`config.mk`:
```
export PLATFORM = sky130hd
export DESIGN_NAME = ctm_timer
export DESIGN_NICKNAME = d
export VERILOG_FILES = /design/src/hdl/ctm_pkg.sv /design/src/hdl/ctm_counter.sv /design/src/hdl/ctm_timer.sv
export SDC_FILE = /design/constraint.sdc
export NUM_CORES = 1
export LEC_CHECK = 0
export BUFFER_PORTS_ARGS = -buffer_cell sky130_fd_sc_hd__buf_4
export CAP_MARGIN = 20
export CORE_MARGIN = 2
export CORE_UTILIZATION = 54
export DETAILED_ROUTE_END_ITERATION = 7
export PLACE_DENSITY = 0.88
export SLEW_MARGIN = 20
export SYNTH_ARGS = -nofsm -noshare
export SYNTH_HDL_FRONTEND = slang
export SYNTH_SLANG_ARGS = --single-unit
```
`constraint.sdc`:
```
create_clock -name ref_clk -period 4.8 [get_ports ref_clk]
set_input_delay 0.96 -clock ref_clk [delete_from_list [all_inputs] [get_ports ref_clk]]
set_output_delay 0.96 -clock ref_clk [all_outputs]
set_load 0.005 [all_outputs]
```
`src/hdl/ctm_pkg.sv`:
```
// package: register map, field positions and encodings of the compact timer
package ctm_pkg;
    // register byte addresses
    localparam logic [11:0] CTM_CTRL0_ADDR  = 12'h000;
    localparam logic [11:0] CTM_CTRL1_ADDR  = 12'h004;
    localparam logic [11:0] CTM_CMPA_ADDR   = 12'h008;
    localparam logic [11:0] CTM_COUNT_ADDR  = 12'h00C;
    localparam logic [11:0] CTM_STATUS_ADDR = 12'h010;
    // control 0 fields
    localparam int CTM_C0_RUN_BIT  = 3;
    localparam int CTM_C0_PER_LSB  = 0;
    localparam int CTM_C0_PAU_BIT  = 7;
    // control 1 fields
    localparam int CTM_C1_MODE_LSB = 6;
    localparam int CTM_C1_ACT_LSB  = 4;
    localparam int CTM_C1_INIT_BIT = 3;
    localparam int CTM_C1_POL_BIT  = 2;
    localparam int CTM_C1_CLR_BIT  = 0;
    // reset values
    localparam logic [7:0] CTM_CTRL0_RST = 8'h00;
    localparam logic [7:0] CTM_CTRL1_RST = 8'h00;
    localparam logic [9:0] CTM_CMPA_RST  = 10'h000;
    // operating modes
    localparam logic [1:0] CTM_MODE_CMP  = 2'h0;
    localparam logic [1:0] CTM_MODE_PWM  = 2'h2;
    localparam logic [1:0] CTM_MODE_TMR  = 2'h3;
    // pin actions
    localparam logic [1:0] CTM_ACT_HOLD  = 2'h0;
    localparam logic [1:0] CTM_ACT_LOW   = 2'h1;
    localparam logic [1:0] CTM_ACT_HIGH  = 2'h2;
    localparam logic [1:0] CTM_ACT_TOG   = 2'h3;
    // counter width
    localparam int CTM_CNT_W = 10;
endpackage

```
`src/hdl/ctm_counter.sv`:
```
// 10-bit count-up core with comparator a and period comparator
`timescale 1ns/10ps
module ctm_counter
    import ctm_pkg::*;
#(
    parameter int CNT_W = CTM_CNT_W
) (
    input  wire logic             ref_clk,     // system clock
    input  wire logic             srst,        // sync reset, high
    input  wire logic             run,         // counter on level
    input  wire logic             run_rise,    // counter on rising edge
    input  wire logic             pause,       // hold count
    input  wire logic             clr_sel,     // 0: period match clears
    input  wire logic [2:0]       period,      // period compare value
    input  wire logic [CNT_W-1:0] cmp_a,       // compare value a
    output logic      [CNT_W-1:0] count,       // counter value
    output logic                  match_a,     // high the cycle before count first reaches cmp_a
    output logic                  match_p      // period match pulse
);
    logic [CNT_W-1:0] cnt_reg, cnt_next;

    // count; rising on-bit clears, falling keeps value
    always_comb begin
        cnt_next = cnt_reg;
        if (run_rise) begin
            cnt_next = '0;                              // [RULE10]
        end else if (run && !pause) begin
            if (!clr_sel && period != 3'h0
                && cnt_reg[CNT_W-1:CNT_W-3] == period) begin
                cnt_next = '0;                          // [RULE12]
            end else if (cmp_a != '0 && cnt_reg == cmp_a && clr_sel) begin
                cnt_next = '0;
            end else begin
                cnt_next = cnt_reg + 1'b1;
            end
        end
    end

    always_ff @(posedge ref_clk) begin
        if (srst) cnt_reg <= '0;
        else      cnt_reg <= cnt_next;
    end

    assign count = cnt_reg;
    // full-width compare, only while counting and on the first such cycle
    assign match_a = run && !run_rise && (cnt_next == cmp_a)
                     && (cnt_next != cnt_reg);          // [RULE11] [RULE13]
    assign match_p = run && !run_rise && !clr_sel && period != 3'h0
                     && cnt_reg[CNT_W-1:CNT_W-3] == period && !pause;
endmodule // ctm_counter

```
`src/hdl/ctm_timer.sv`:
```
// compact timer top: apb registers, mode select and output pin control
//
// Contract
// RULE1 - mode field: 00 compare output, 10 pwm, 11 timer; 01 undefined
// RULE2 - software should switch timer off before changing the mode
// RULE3 - timer/counter mode never drives the output pin
// RULE4 - compare mode match: 00 hold, 01 low, 10 high, 11 toggle
// RULE5 - pwm: 00 inactive, 01 active, 10 waveform, 11 undefined
// RULE6 - match requesting the initial level leaves the pin unchanged
// RULE7 - on-bit rising returns the pin to its initial level
// RULE8 - software changes pwm pin action only while switched off
// RULE9 - initial-level bit is bit 3; 0 means initial low
// RULE10 - on-bit rising clears counter; falling keeps it
// RULE11 - comparator a compares all ten counter bits
// RULE12 - clear-select 0: period match on top three bits clears counter
// RULE13 - match pin action happens the cycle counter first equals value a
//
// Register access over APB and the register offsets were left to the implementer.
`timescale 1ns/10ps
module ctm_timer
    import ctm_pkg::*;
(
    input  wire logic        ref_clk,       // 20 mhz clock
    input  wire logic        srst,          // sync reset, high
    input  wire logic        psel,          // apb select
    input  wire logic        penable,       // apb access phase
    input  wire logic        pwrite,        // apb write
    input  wire logic [11:0] paddr,         // apb byte address
    input  wire logic [31:0] pwdata,        // apb write data
    output logic      [31:0] prdata,        // apb read data
    output logic             pready,        // apb ready
    output logic             pslverr,       // apb error
    output logic             timer_output_pin,    // pin level
    output logic             timer_output_pin_oe_n // low while driving
);
    logic [7:0]  ctrl0_reg, ctrl0_next;
    logic [7:0]  timer_mode_pin_control_reg, tmpc_next;
    logic [9:0]  cmpa_reg, cmpa_next;
    logic [31:0] prdata_reg, prdata_next;
    logic        pready_reg, pready_next;
    logic        pslverr_reg, pslverr_next;
    logic        pin_reg, pin_next;
    logic        oe_n_reg, oe_n_next;
    logic        run_d_reg;
    logic        pwm_reg, pwm_next;
    logic [9:0]  count;
    logic        match_a, match_p, run, run_rise;
    logic [1:0]  mode_sel, pin_action;
    logic        output_initial_level, counter_on, pol;
    logic        acc, wr, hit;

    assign mode_sel             = timer_mode_pin_control_reg[7:6];
    assign pin_action           = timer_mode_pin_control_reg[5:4];
    assign output_initial_level =
        timer_mode_pin_control_reg[CTM_C1_INIT_BIT];     // [RULE9]
    assign pol        = timer_mode_pin_control_reg[CTM_C1_POL_BIT];
    assign counter_on = ctrl0_reg[CTM_C0_RUN_BIT];
    assign run        = counter_on;
    assign run_rise   = counter_on && !run_d_reg;

    ctm_counter #(.CNT_W(CTM_CNT_W)) u_cnt (
        .ref_clk  (ref_clk),
        .srst     (srst),
        .run      (run),
        .run_rise (run_rise),
        .pause    (ctrl0_reg[CTM_C0_PAU_BIT]),
        .clr_sel  (timer_mode_pin_control_reg[CTM_C1_CLR_BIT]),
        .period   (ctrl0_reg[2:0]),
        .cmp_a    (cmpa_reg),
        .count    (count),
        .match_a  (match_a),
        .match_p  (match_p)
    );

    function automatic logic addr_ok(input logic [11:0] a);
        return a == CTM_CTRL0_ADDR || a == CTM_CTRL1_ADDR ||
               a == CTM_CMPA_ADDR  || a == CTM_COUNT_ADDR ||
               a == CTM_STATUS_ADDR;
    endfunction

    assign acc = psel && penable && !pready_reg;
    assign hit = addr_ok(paddr);
    // the write commits at the edge where the master samples pready high,
    // so a master that aborts before the answer leaves registers untouched
    assign wr  = psel && penable && pready_reg && pwrite && hit;

    // apb slave: one wait state, answer with pready in second access cycle;
    // the mode field is stored as written, software keeps the timer off
    // while changing it (mode 01 then behaves as timer mode: pin released)
    always_comb begin
        ctrl0_next   = ctrl0_reg;
        tmpc_next    = timer_mode_pin_control_reg;
        cmpa_next    = cmpa_reg;
        prdata_next  = prdata_reg;
        pready_next  = acc;
        pslverr_next = acc && !hit;
        if (wr) begin
            case (paddr)
                CTM_CTRL0_ADDR: ctrl0_next = pwdata[7:0];
                CTM_CTRL1_ADDR: tmpc_next  = pwdata[7:0];
                CTM_CMPA_ADDR:  cmpa_next  = pwdata[9:0];
                default: ;
            endcase
        end
        if (acc && !pwrite) begin
            case (paddr)
                CTM_CTRL0_ADDR:  prdata_next = {24'h00_0000, ctrl0_reg};
                CTM_CTRL1_ADDR:  prdata_next =
                    {24'h00_0000, timer_mode_pin_control_reg};
                CTM_CMPA_ADDR:   prdata_next = {22'h00_0000, cmpa_reg};
                CTM_COUNT_ADDR:  prdata_next = {22'h00_0000, count};
                CTM_STATUS_ADDR: prdata_next =
                    {29'h0000_0000, pwm_reg, !oe_n_reg, pin_reg};
                default:         prdata_next = 32'h0000_0000;
            endcase
        end
    end

    // output pin: per mode behaviour
    always_comb begin
        pin_next  = pin_reg;
        oe_n_next = 1'b0;
        pwm_next  = pwm_reg;
        // pwm waveform: active while counter below value a, period match restarts it
        if (!run || run_rise || match_p) pwm_next = 1'b1;
        if (match_a) pwm_next = 1'b0;
        case (mode_sel)                                 // [RULE1]
            CTM_MODE_CMP: begin
                if (run_rise) begin
                    pin_next = output_initial_level;    // [RULE7]
                end else if (match_a) begin             // [RULE13]
                    case (pin_action)                   // [RULE4]
                        CTM_ACT_LOW:  pin_next = 1'b0;
                        CTM_ACT_HIGH: pin_next = 1'b1;
                        CTM_ACT_TOG:  pin_next = !pin_reg;
                        default:      pin_next = pin_reg;
                    endcase
                    // requesting the initial level changes nothing
                    if (pin_action != CTM_ACT_TOG && pin_action != CTM_ACT_HOLD
                        && pin_next == output_initial_level)
                        pin_next = pin_reg;             // [RULE6]
                end
            end
            CTM_MODE_PWM: begin
                case (pin_action)                       // [RULE5]
                    CTM_ACT_HOLD: pin_next = !pol;
                    CTM_ACT_LOW:  pin_next = pol;
                    CTM_ACT_HIGH: pin_next = pwm_next ~^ pol;
                    default:      pin_next = pin_reg;   // undefined: hold
                endcase
            end
            default: begin
                oe_n_next = 1'b1;                       // [RULE3]
                pin_next  = 1'b0;
            end
        endcase
    end

    always_ff @(posedge ref_clk) begin
        if (srst) begin
            ctrl0_reg                  <= CTM_CTRL0_RST;
            timer_mode_pin_control_reg <= CTM_CTRL1_RST;
            cmpa_reg                   <= CTM_CMPA_RST;
            prdata_reg                 <= 32'h0000_0000;
            pready_reg                 <= 1'b0;
            pslverr_reg                <= 1'b0;
            pin_reg                    <= 1'b0;
            oe_n_reg                   <= 1'b0;
            run_d_reg                  <= 1'b0;
            pwm_reg                    <= 1'b1;
        end else begin
            ctrl0_reg                  <= ctrl0_next;
            timer_mode_pin_control_reg <= tmpc_next;
            cmpa_reg                   <= cmpa_next;
            prdata_reg                 <= prdata_next;
            pready_reg                 <= pready_next;
            pslverr_reg                <= pslverr_next;
            pin_reg                    <= pin_next;
            oe_n_reg                   <= oe_n_next;
            run_d_reg                  <= counter_on;
            pwm_reg                    <= pwm_next;
        end
    end

    assign prdata                = prdata_reg;
    assign pready                = pready_reg;
    assign pslverr               = pslverr_reg;
    assign timer_output_pin      = pin_reg;
    assign timer_output_pin_oe_n = oe_n_reg;
endmodule // ctm_timer

```
# Yosys cells after proc, flatten, opt, wreduce, memory -nomap -nowiden
# Index checks and enable logic that the tools add are counted.
[op_classes] n_eq_ne=17 n_bitwise=1 n_reduce_logical=50 muxes=17 add_sub_neg=1
[op_table] operator="$pmux W10 S5" count=1
[op_table] operator="$mux W10" count=4
[op_table] operator="$eq A12 B4 Y1 const B" count=2
[op_table] operator="$logic_and A1 B1 Y1" count=22
[op_table] operator="$eq A10 B10 Y1" count=2
[op_table] operator="$eq A12 B3 Y1 const B" count=1
[op_table] operator="$eq A12 B5 Y1 const B" count=1
[op_table] operator="$logic_not A12 Y1" count=1
[op_table] operator="$logic_not A1 Y1" count=11
[op_table] operator="$add A10 B1 Y10 const B" count=1
[op_table] operator="$ne A10 B10 Y1" count=1
[op_table] operator="$reduce_bool A10 Y1" count=1
[op_table] operator="$mux W1" count=9
[op_table] operator="$eq A2 B2 Y1 const B" count=3
[op_table] operator="$logic_or A1 B1 Y1" count=6
[op_table] operator="$ne A3 B3 Y1 const B" count=2
[op_table] operator="$pmux W1 S3" count=2
[op_table] operator="$reduce_and A2 Y1" count=3
[op_table] operator="$logic_not A2 Y1" count=2
[op_table] operator="$ne A4 B4 Y1 const B" count=1
[op_table] operator="$eq A3 B3 Y1" count=1
[op_table] operator="$reduce_and A3 Y1" count=1
[op_table] operator="$reduce_bool A3 Y1" count=1
[op_table] operator="$eq A2 B1 Y1 const B" count=1
[op_table] operator="other kinds (6)" count=6
[totals] out_inout_bits=36 reg_bits=74 input_bits=49 word_cells=97

# Longest topological paths before layout
# Gate-level depths: netlist (run 1).
[depth] depth_word=19 depth_mapped=12 depth_no_buf=11

# By module
# A second synthesis (run 1) with hierarchy kept.
[unflattened] hier_cells=447 hier_area_um2=3595.9
[modules_own_cells] module="ctm_timer" seq_area_each_um2=840.8 area_per_inst_um2=2183.3 n_inst=1 cells_per_inst=235
[modules_own_cells] module="ctm_counter" seq_area_each_um2=200.2 area_per_inst_um2=1412.6 n_inst=1 cells_per_inst=212

# Worst setup path before layout (run 1)
# OpenSTA, ideal clock, no wires.
[synth_path] path_type="reg2reg" start="reg cmpa_reg[0]" end="reg pin_reg, in the netlist timer_output_pin" period_less_slack_ps=2768 setup_time_ps=129 arrival_time_ps=2640 path_buffers=2 slack_ps=2032 required_ps=4671 path_stages_with_launch=13 cell_sequence="dfxtp_1 -> buf_6 -> nor4_1 -> and4_1 -> or4_4 -> buf_6 -> mux2i_1 -> a21o_2 -> o311ai_2 -> nor4_2 -> or4_1 -> o211ai_2 -> a211oi_2"
[synth_between] elab_chain_cells=14 elab_cells_between_ends=18 cone_classes="4 x eq/ne; 7 x mux; 1 x bitwise; 6 x reduce/logical"
[synth_lines] element="start: declaration" line_no="ctm_timer.sv:38" source="logic [9:0] cmpa_reg, cmpa_next;"
[synth_lines] element="start signal: assignment" line_no="ctm_timer.sv:174" source="cmpa_reg <= cmpa_next;"
[synth_lines] element="$eq A10 B10 Y1 / $reduce_bool A10 Y1 (equally long branches)" line_no="ctm_counter.sv:31" source="end else if (cmp_a != '0 && cnt_reg == cmp_a && clr_sel) begin"
[synth_lines] element="$logic_and A1 B1 Y1 (2 in a row)" line_no="ctm_counter.sv:31"
[synth_lines] element="$mux W10" line_no="ctm_counter.sv:31"
[synth_lines] element="$mux W10" line_no="ctm_counter.sv:28" source="if (!clr_sel && period != 3'h0"
[synth_lines] element="$mux W10" line_no="ctm_counter.sv:27" source="end else if (run && !pause) begin"
[synth_lines] element="$mux W10" line_no="ctm_counter.sv:25" source="if (run_rise) begin"
[synth_lines] element="$eq A10 B10 Y1" line_no="ctm_counter.sv:46" source="assign match_a = run && !run_rise && (cnt_next == cmp_a)"
[synth_lines] element="$logic_and A1 B1 Y1" line_no="ctm_counter.sv:46"
[synth_lines] element="$logic_and A1 B1 Y1 *" line_no="ctm_counter.sv:47" source="&& (cnt_next != cnt_reg);"
[synth_lines] element="$mux W1" line_no="ctm_timer.sv:126" source="if (match_a) pwm_next = 1'b0;"
[synth_lines] element="$xnor A1 B1 Y1" line_no="ctm_timer.sv:148" source="CTM_ACT_HIGH: pin_next = pwm_next ~^ pol;"
[synth_lines] element="$pmux W1 S3" line_no="ctm_timer.sv:145" source="case (pin_action)"
[synth_lines] element="$pmux W1 S2" line_no="ctm_timer.sv:127" source="case (mode_sel)"
[synth_lines] element="end signal: assignment" line_no="ctm_timer.sv:178" source="pin_reg <= pin_next;"
[synth_lines] element="end: declaration" line_no="ctm_timer.sv:42" source="logic pin_reg, pin_next;"
# Every way passes the cells marked *; elsewhere a longest branch is shown, timed or not.
# A chain may end at the register's enable or synchronous reset.

# Worst setup path after layout (run 1)
[layout_path] start="reg u_cnt.cnt_reg[2], in the netlist u_cnt.count[2]" end="reg pin_reg, in the netlist timer_output_pin"
[layout_between] elab_chain_cells=14 elab_cells_between_ends=18 cone_classes="1 x add/sub; 4 x eq/ne; 7 x mux; 1 x bitwise; 5 x reduce/logical"
[layout_lines] element="start: declaration" line_no="ctm_counter.sv:20" source="logic [CNT_W-1:0] cnt_reg, cnt_next;"
[layout_lines] element="start signal: assignment" line_no="ctm_counter.sv:41" source="else cnt_reg <= cnt_next;"
[layout_lines] element="parallel branches: the longest is 9 deep, another holds $add A10 B1 Y10"
[layout_lines] element="$logic_and A1 B1 Y1 *" line_no="ctm_counter.sv:47"
[layout_lines] element="$mux W1" line_no="ctm_timer.sv:126"
[layout_lines] element="$xnor A1 B1 Y1" line_no="ctm_timer.sv:148"
[layout_lines] element="$pmux W1 S3" line_no="ctm_timer.sv:145"
[layout_lines] element="$pmux W1 S2" line_no="ctm_timer.sv:127"
# Mark *: on every way between the ends.

==> flow_metrics.py, run 1 <==
metrics = {
    "status": {
        "status": "completed",
    },
    "floorplanning": {
        "coreArea_sq_um": 6310,
        "fp.dieH_microns": 84.6,
        "floorplan.rows": 29,
        "io_pins": 85,
        "initial_core_util_pct": 55.5,
        "chipWidth_microns": 84.6,
        "dieArea_sq_um": 7160,
    },
    "hold_path": {
        "hp-class": "reg -> reg",
        "worstHoldStart": "prdata[5]",
    },
    "route": {
        "num_vias": 3084,
        "drt_first_pass_iters": 5,
        "antenna_left": 0,
        "vias_per_cell": 6.16,
        "wl_microns": 8490,
        "avgRoutedWirePerCell_microns": 16.9,
        "drt_iter0_drc": 366,
        "route.detailed.drc": 0,
    },
    "clock_tree": {
        "path_clk_slew_ns": 0.11,
        "numCtsBuffers": 5,
        "cts_resized": 0,
        "cts_sinks": 52,
        "hold_buffers": 0,
        "cts_setup_buffers": 0,
        "clockBufferDepth": 2,
        "root_buffer": "clkbuf_8",
        "cts_htree_levels": 2,
        "cts_tree": "built",
        "clock_latency_ns": 0.31,
    },
    "setup_path": {
        "required_ns": 5.03,
        "critPathLaunchType": "flop",
        "crit_type": "reg -> reg",
        "cp_top_family": "simple AND/OR/NAND/NOR gates",
        "cp-end-kind": "flop",
        "cp.arrival_ns": 3.66,
        "critPathMaxFanout": 14,
        "crit_buf_inv": 0,
        "cp_slowest_cell": "dfxtp_1",
        "worstReg2RegStart": "u_cnt.count[2]",
        "worstPathCellList": "nand3_1 -> nor4_1 -> xnor2_1 -> or4bb_1 -> o31ai_1 -> a22oi_1 -> nor4_2 -> or4_1 -> o211ai_2 -> a211oi_2",
        "crit_start": "u_cnt.count[2]",
        "max_stage_delay_ns": 0.68,
    },
    "final_layout": {
        "nets": 476,
        "antenna_cells": 0,
        "final_cell_mix": "59 x nor2_1, 52 x dfxtp_1, 43 x buf_4",
        "postLayoutCellArea_sq_um": 3740,
        "fillCellCount": 538,
        "area_growth_pct": 6.53,
        "mostFrequentLayoutCell": "nor2_1",
        "drive_above_1_share_pct": 19.3,
    },
    "timing": {
        "period_minus_slack_ns": 3.43,
        "tns_ns": 0,
        "relSlewSlack_pct": 36.7,
        "fin_hold_ws_ns": 0.462,
        "finalCritPeriodShare_pct": 71.4,
        "tightest_slew_ns": 0.944,
        "drv_slew": 0,
        "hold_viol_final": 0,
        "rsz0062_at_grt": "no",
        "setup_viol": 0,
        "skew_ns": 0.0115,
        "fmax_mhz": 292,
    },
    "global_routing": {
        "grt_pass1_wl_microns": 13400,
        "grt_pass1_vias": 2667,
        "track_usage_pct": 23.2,
        "overflow": 0,
        "grt_max_degree": 47,
        "grt_antenna_before_repair": 0,
    },
    "yosys": {
        "synth_edf_count": 0,
        "synth.avg_cell_area_sq_um": 8.66,
        "synthArstFlopShare_pct": 0,
        "ys.flop_type": "dfxtp_1",
        "ys_warn_count": 0,
        "synth.ff_latch_count": 52,
        "synth_cells": 405,
        "yosysSeqAreaShare_pct": 29.7,
        "synth.distinct_cells": 67,
        "syn_area_sq_um": 3510,
    },
    "place": {
        "gp_congestion": 0.955,
        "dpl-instance-area_sq_um": 3650,
        "portBuffers": 40,
        "dp_hpwl_microns": 6180,
    },
    "run": {
        "max-cap-violations": 0,
    },
    "pwr": {
        "powerDensity_nw_per_um2": 198,
        "combinationalPowerShare_pct": 6.4,
        "p_int_uw": 559,
        "pwr-share-seq_pct": 58.6,
        "switching_share_pct": 24.6,
        "switchingPower_uw": 182,
        "ir_worst_vdd_mv": 0.159,
        "clockPowerShare_pct": 34.9,
        "p_leak_nw": 1.32,
    },
}
-- power groups by stage --
stage | sequential (mW) | clock (mW) | combinational [mW]
after floorplan | 0.444 | 0 | 0.0368
final | 0.434 | 0.259 | 0.0476
after global placement | 0.444 | 0 | 0.0463
after CTS | 0.434 | 0.259 | 0.0471
after detailed placement | 0.444 | 0 | 0.0472
after global routing | 0.434 | 0.278 | 0.0517
-- metrics by stage --
| step | cells | util, % | setup slack [ns] | power (mW) |
|---|---|---|---|---|
| 2_1_floorplan | 426 | - | 2.03 | 0.481 |
| 3_3_place_gp | 493 | 57.7 | 1.55 | 0.490 |
| 3_5_place_dp | 493 | 57.7 | 1.49 | 0.491 |
| 4_1_cts | 501 | 59.2 | 1.47 | 0.740 |
| 5_1_grt | 501 | 59.2 | 1.16 | 0.764 |
| 6_report | 501 | 59.2 | 1.37 | 0.740 |
-- layer usage --
metal,up-vias,GRT usage [%],share of wire [%]
met5,-,0,0
met4,0,5.34,1.9
met3,24,3.05,7.7
met2,177,37.9,47
met1,1442,32.9,44
li1,1441,-,-
-- worst min-delay path, delay by kind of cell, from the launching register on --
family	cells	cell delay, ns
DFF	1	0.32
and+or+nand+nor	1	0.05
AOI/OAI and AO/OA	1	0.05
-- final cells by class --
type                       count  area [sq um]  area share, %
clock buffer                   5          68.8           1.84
clock inverter                 3          21.3          0.569
inverter                       7          26.3          0.703
multi-input combinational    314          2160           57.8
sequential                    52          1040           27.9
tap                           77          96.3           2.58
timing repair buffer          43           323           8.64
-- cell usage after synthesis (all sizes together) (4+ instances only) --
master	n	share of area, %
inv	7	0.75
xnor2	19	5.0
buf	40	8.5
nor4	7	1.6
nor3	15	2.3
mux4	5	3.4
nor2b	5	0.89
dfxtp	52	30
a21oi	19	3.1
nand4	6	1.1
nor3b	5	1.1
nand3	17	2.4
mux2	7	2.2
a211oi	8	1.9
nand2	19	2.1
clkbuf	12	1.6
a221oi	4	1.0
mux2i	36	10
ha	4	1.4
o21ai	12	1.7
nor2	60	6.5
-- logic make-up (layout without fill, tap and decap cells) --
| kind of cell | Yosys count | after routing | share of synthesized area [%] |
|---|---|---|---|
| fa+ha+maj | 4 | 4 | 1.43 |
| simple gates | 153 | 153 | 22.3 |
| buf+inv | 60 | 58 | 11.1 |
| mux | 48 | 48 | 15.9 |
| xor+xnor | 22 | 22 | 6.10 |
| other cells | 1 | 22 | 0.107 |
| flops | 52 | 52 | 29.7 |
| compound gates | 65 | 65 | 13.3 |
-- path summary, 6_finish.rpt --
path	to	slack (ns)	cells after the start
max	timer_output_pin	1.37	10
max reg2reg	timer_output_pin	1.37	10
min reg2reg	prdata[5]	0.46	2
min	prdata[5]	0.46	2
(Power assumes the default switching activity.)
==> inputs of run 2 (changes only) <==
--- a/config.mk
+++ b/config.mk
@@ -8,9 +8,9 @@
 export BUFFER_PORTS_ARGS = -buffer_cell sky130_fd_sc_hd__buf_4
 export CAP_MARGIN = 20
 export CORE_MARGIN = 2
-export CORE_UTILIZATION = 54
+export CORE_UTILIZATION = 49
 export DETAILED_ROUTE_END_ITERATION = 7
-export PLACE_DENSITY = 0.88
+export PLACE_DENSITY = 0.85
 export SLEW_MARGIN = 20
 export SYNTH_ARGS = -nofsm -noshare
 export SYNTH_HDL_FRONTEND = slang
==> constraint.sdc (replaced) <==
create_clock -name ref_clk -period 2.9 [get_ports ref_clk]
set_input_delay 0.58 -clock ref_clk [delete_from_list [all_inputs] [get_ports ref_clk]]
set_output_delay 0.58 -clock ref_clk [all_outputs]
set_load 0.005 [all_outputs]
==> run 2 against run 1 <==
The flow now finishes with violations (negative setup slack). Global-route usage grew 2.4 points. Final area grew 17%. Total power grew 77%. Utilization grew 4.6 points. Largest cell class unchanged. Highest routed layer unchanged.
==> flow_metrics.py, run 2 (same netlist as run 1, synthesis figures left out) <==
metrics = {
    "status": {
        "status": "finished, violations left",
        "violations": "negative setup slack",
    },
    "floorplanning": {
        "coreArea_sq_um": 6870,
        "chipWidth_microns": 88.6,
        "fp.dieH_microns": 88.6,
        "dieArea_sq_um": 7850,
        "floorplan.rows": 30,
        "io_pins": 85,
        "initial_core_util_pct": 51.1,
    },
    "global_routing": {
        "grt_max_degree": 47,
        "grt_pass1_wl_microns": 15600,
        "grt_antenna_before_repair": 0,
        "track_usage_pct": 25.7,
        "grt_pass1_vias": 3164,
        "overflow": 0,
    },
    "setup_path": {
        "cp_slowest_cell": "nor4_4",
        "worstReg2RegStart": "u_cnt.count[0]",
        "cp.arrival_ns": 3.21,
        "required_ns": 3.14,
        "crit_start": "u_cnt.count[0]",
        "critPathLaunchType": "flop",
        "crit_path_frequent_cell": "buf_4",
        "worstPathCellList": "xnor2_4 -> nand4_1 -> buf_4 -> nor4_1 -> buf_4 -> nor4b_1 -> a311oi_1 -> o211ai_1 -> nor4_4 -> or4_4 -> o211ai_2 -> a211oi_2",
        "cp-end-kind": "flop",
        "crit_type": "reg -> reg",
        "max_stage_delay_ns": 0.46,
        "critPathMaxFanout": 4,
    },
    "final_layout": {
        "postLayoutCellArea_sq_um": 4380,
        "drive_above_1_share_pct": 36.6,
        "mostFrequentLayoutCell": "buf_4",
        "final_cell_count_no_fill": 574,
        "final_cell_mix": "96 x buf_4, 58 x nor2_1, 35 x mux2i_1",
        "area_growth_pct": 24.9,
        "fillCellCount": 544,
        "antenna_cells": 0,
        "nets": 530,
    },
    "timing": {
        "rsz0062_at_grt": "yes",
        "fin_hold_ws_ns": 0.466,
        "hold_viol_final": 0,
        "finalCritPeriodShare_pct": 103,
        "skew_ns": 0.00920,
        "setup_viol": 1,
        "relSlewSlack_pct": 41.7,
        "fin_ws_ns": -0.0728,
        "period_minus_slack_ns": 2.97,
        "tightest_slew_ns": 0.868,
        "drv_slew": 0,
        "fmax_mhz": 336,
    },
    "pwr": {
        "total_power_mw": 1.31,
        "pwr-share-seq_pct": 54.3,
        "powerDensity_nw_per_um2": 300,
        "p_int_mw": 1.01,
        "clockPowerShare_pct": 39.4,
        "switchingPower_uw": 306,
        "p_leak_nw": 1.65,
        "switching_share_pct": 23.3,
        "ir_worst_vdd_mv": 0.264,
        "combinationalPowerShare_pct": 6.2,
    },
    "route": {
        "drt_first_pass_iters": 5,
        "vias_per_cell": 5.99,
        "num_vias": 3440,
        "route.detailed.drc": 0,
        "avgRoutedWirePerCell_microns": 18.2,
        "antenna_left": 0,
        "drt_iter0_drc": 298,
        "wl_microns": 10500,
    },
    "place": {
        "pre_cts_ws_ns": -0.111,
        "post-place-cells": 555,
        "portBuffers": 40,
        "dpl-instance-area_sq_um": 3990,
        "gp_congestion": 0.958,
        "dp_hpwl_microns": 7260,
    },
    "clock_tree": {
        "cts_tree": "built",
        "path_clk_slew_ns": 0.10,
        "clockBufferDepth": 2,
        "numCtsBuffers": 5,
        "root_buffer": "clkbuf_8",
        "cts_sinks": 52,
        "clock_latency_ns": 0.31,
        "cts_htree_levels": 2,
    },
    "hold_path": {
        "hp-class": "reg -> reg",
        "worstHoldStart": "prdata[5]",
    },
    "run": {
        "max-cap-violations": 0,
    },
}
-- run 2: worst paths after layout --
check | to | slack (ns) | cells past startpoint
setup / recovery | timer_output_pin | -0.07 | 12
hold / removal | prdata[5] | 0.47 | 2
setup reg to reg | timer_output_pin | -0.07 | 12
hold reg to reg | prdata[5] | 0.47 | 2
-- run 2: through the flow --
stage	util [%]	TNS (ns)
finish	63.8	-0.0728
global route	63.8	-0.146
CTS	61.0	-0.00651
detailed placement	58.1	-0.111
global placement	58.1	-0.0587
floorplan	-	0
-- run 2: area by class of cell --
class	instances	area, sq um	share of cell area, %
multi-input cells	314	2310	52.7
clock inverters	3	46.3	1.06
clock buffers	5	68.8	1.57
flip-flops and latches	52	1080	24.6
inverters	7	26.3	0.600
well taps	96	120	2.74
repair buffers	97	732	16.7
-- run 2: timing repair --
| item | 4_1_cts | 5_1_grt |
|---|---|---|
| hold buffers | 0 | 0 |
| resized for setup | 19 | 33 |
| pin swaps | 3 | 16 |
| buffers inserted | 1 | 11 |
| setup endpoints to repair | 1 | 1 |
-- run 2: layer usage --
metal	part of all wire (%)	wire [microns]	vias up	global-route usage, %
li1	-	-	1541	-
met3	8.4	875	37	5.32
met5	0	0	-	0
met2	49	5110	188	43.9
met4	2.6	274	0	7.85
met1	40	4210	1674	32.6
-- run 2: critical path, delay by kind of cell (launching register included) --
kind	cells	cell delay, ns
xor+xnor	1	0.17
buf+inv	2	0.36
flops	1	0.39
compound gates	4	0.76
simple gates	5	1.21
-- run 2: power groups by stage --
| stage | Combinational, mW | Sequential (mW) | Clock, mW |
|---|---|---|---|
| 4_1_cts | 0.0801 | 0.719 | 0.528 |
| 3_5_place_dp | 0.0800 | 0.735 | 0 |
| 3_3_place_gp | 0.0781 | 0.735 | 0 |
| 5_1_grt | 0.0893 | 0.714 | 0.549 |
| 6_report | 0.0820 | 0.713 | 0.518 |
| 2_1_floorplan | 0.0609 | 0.735 | 0 |
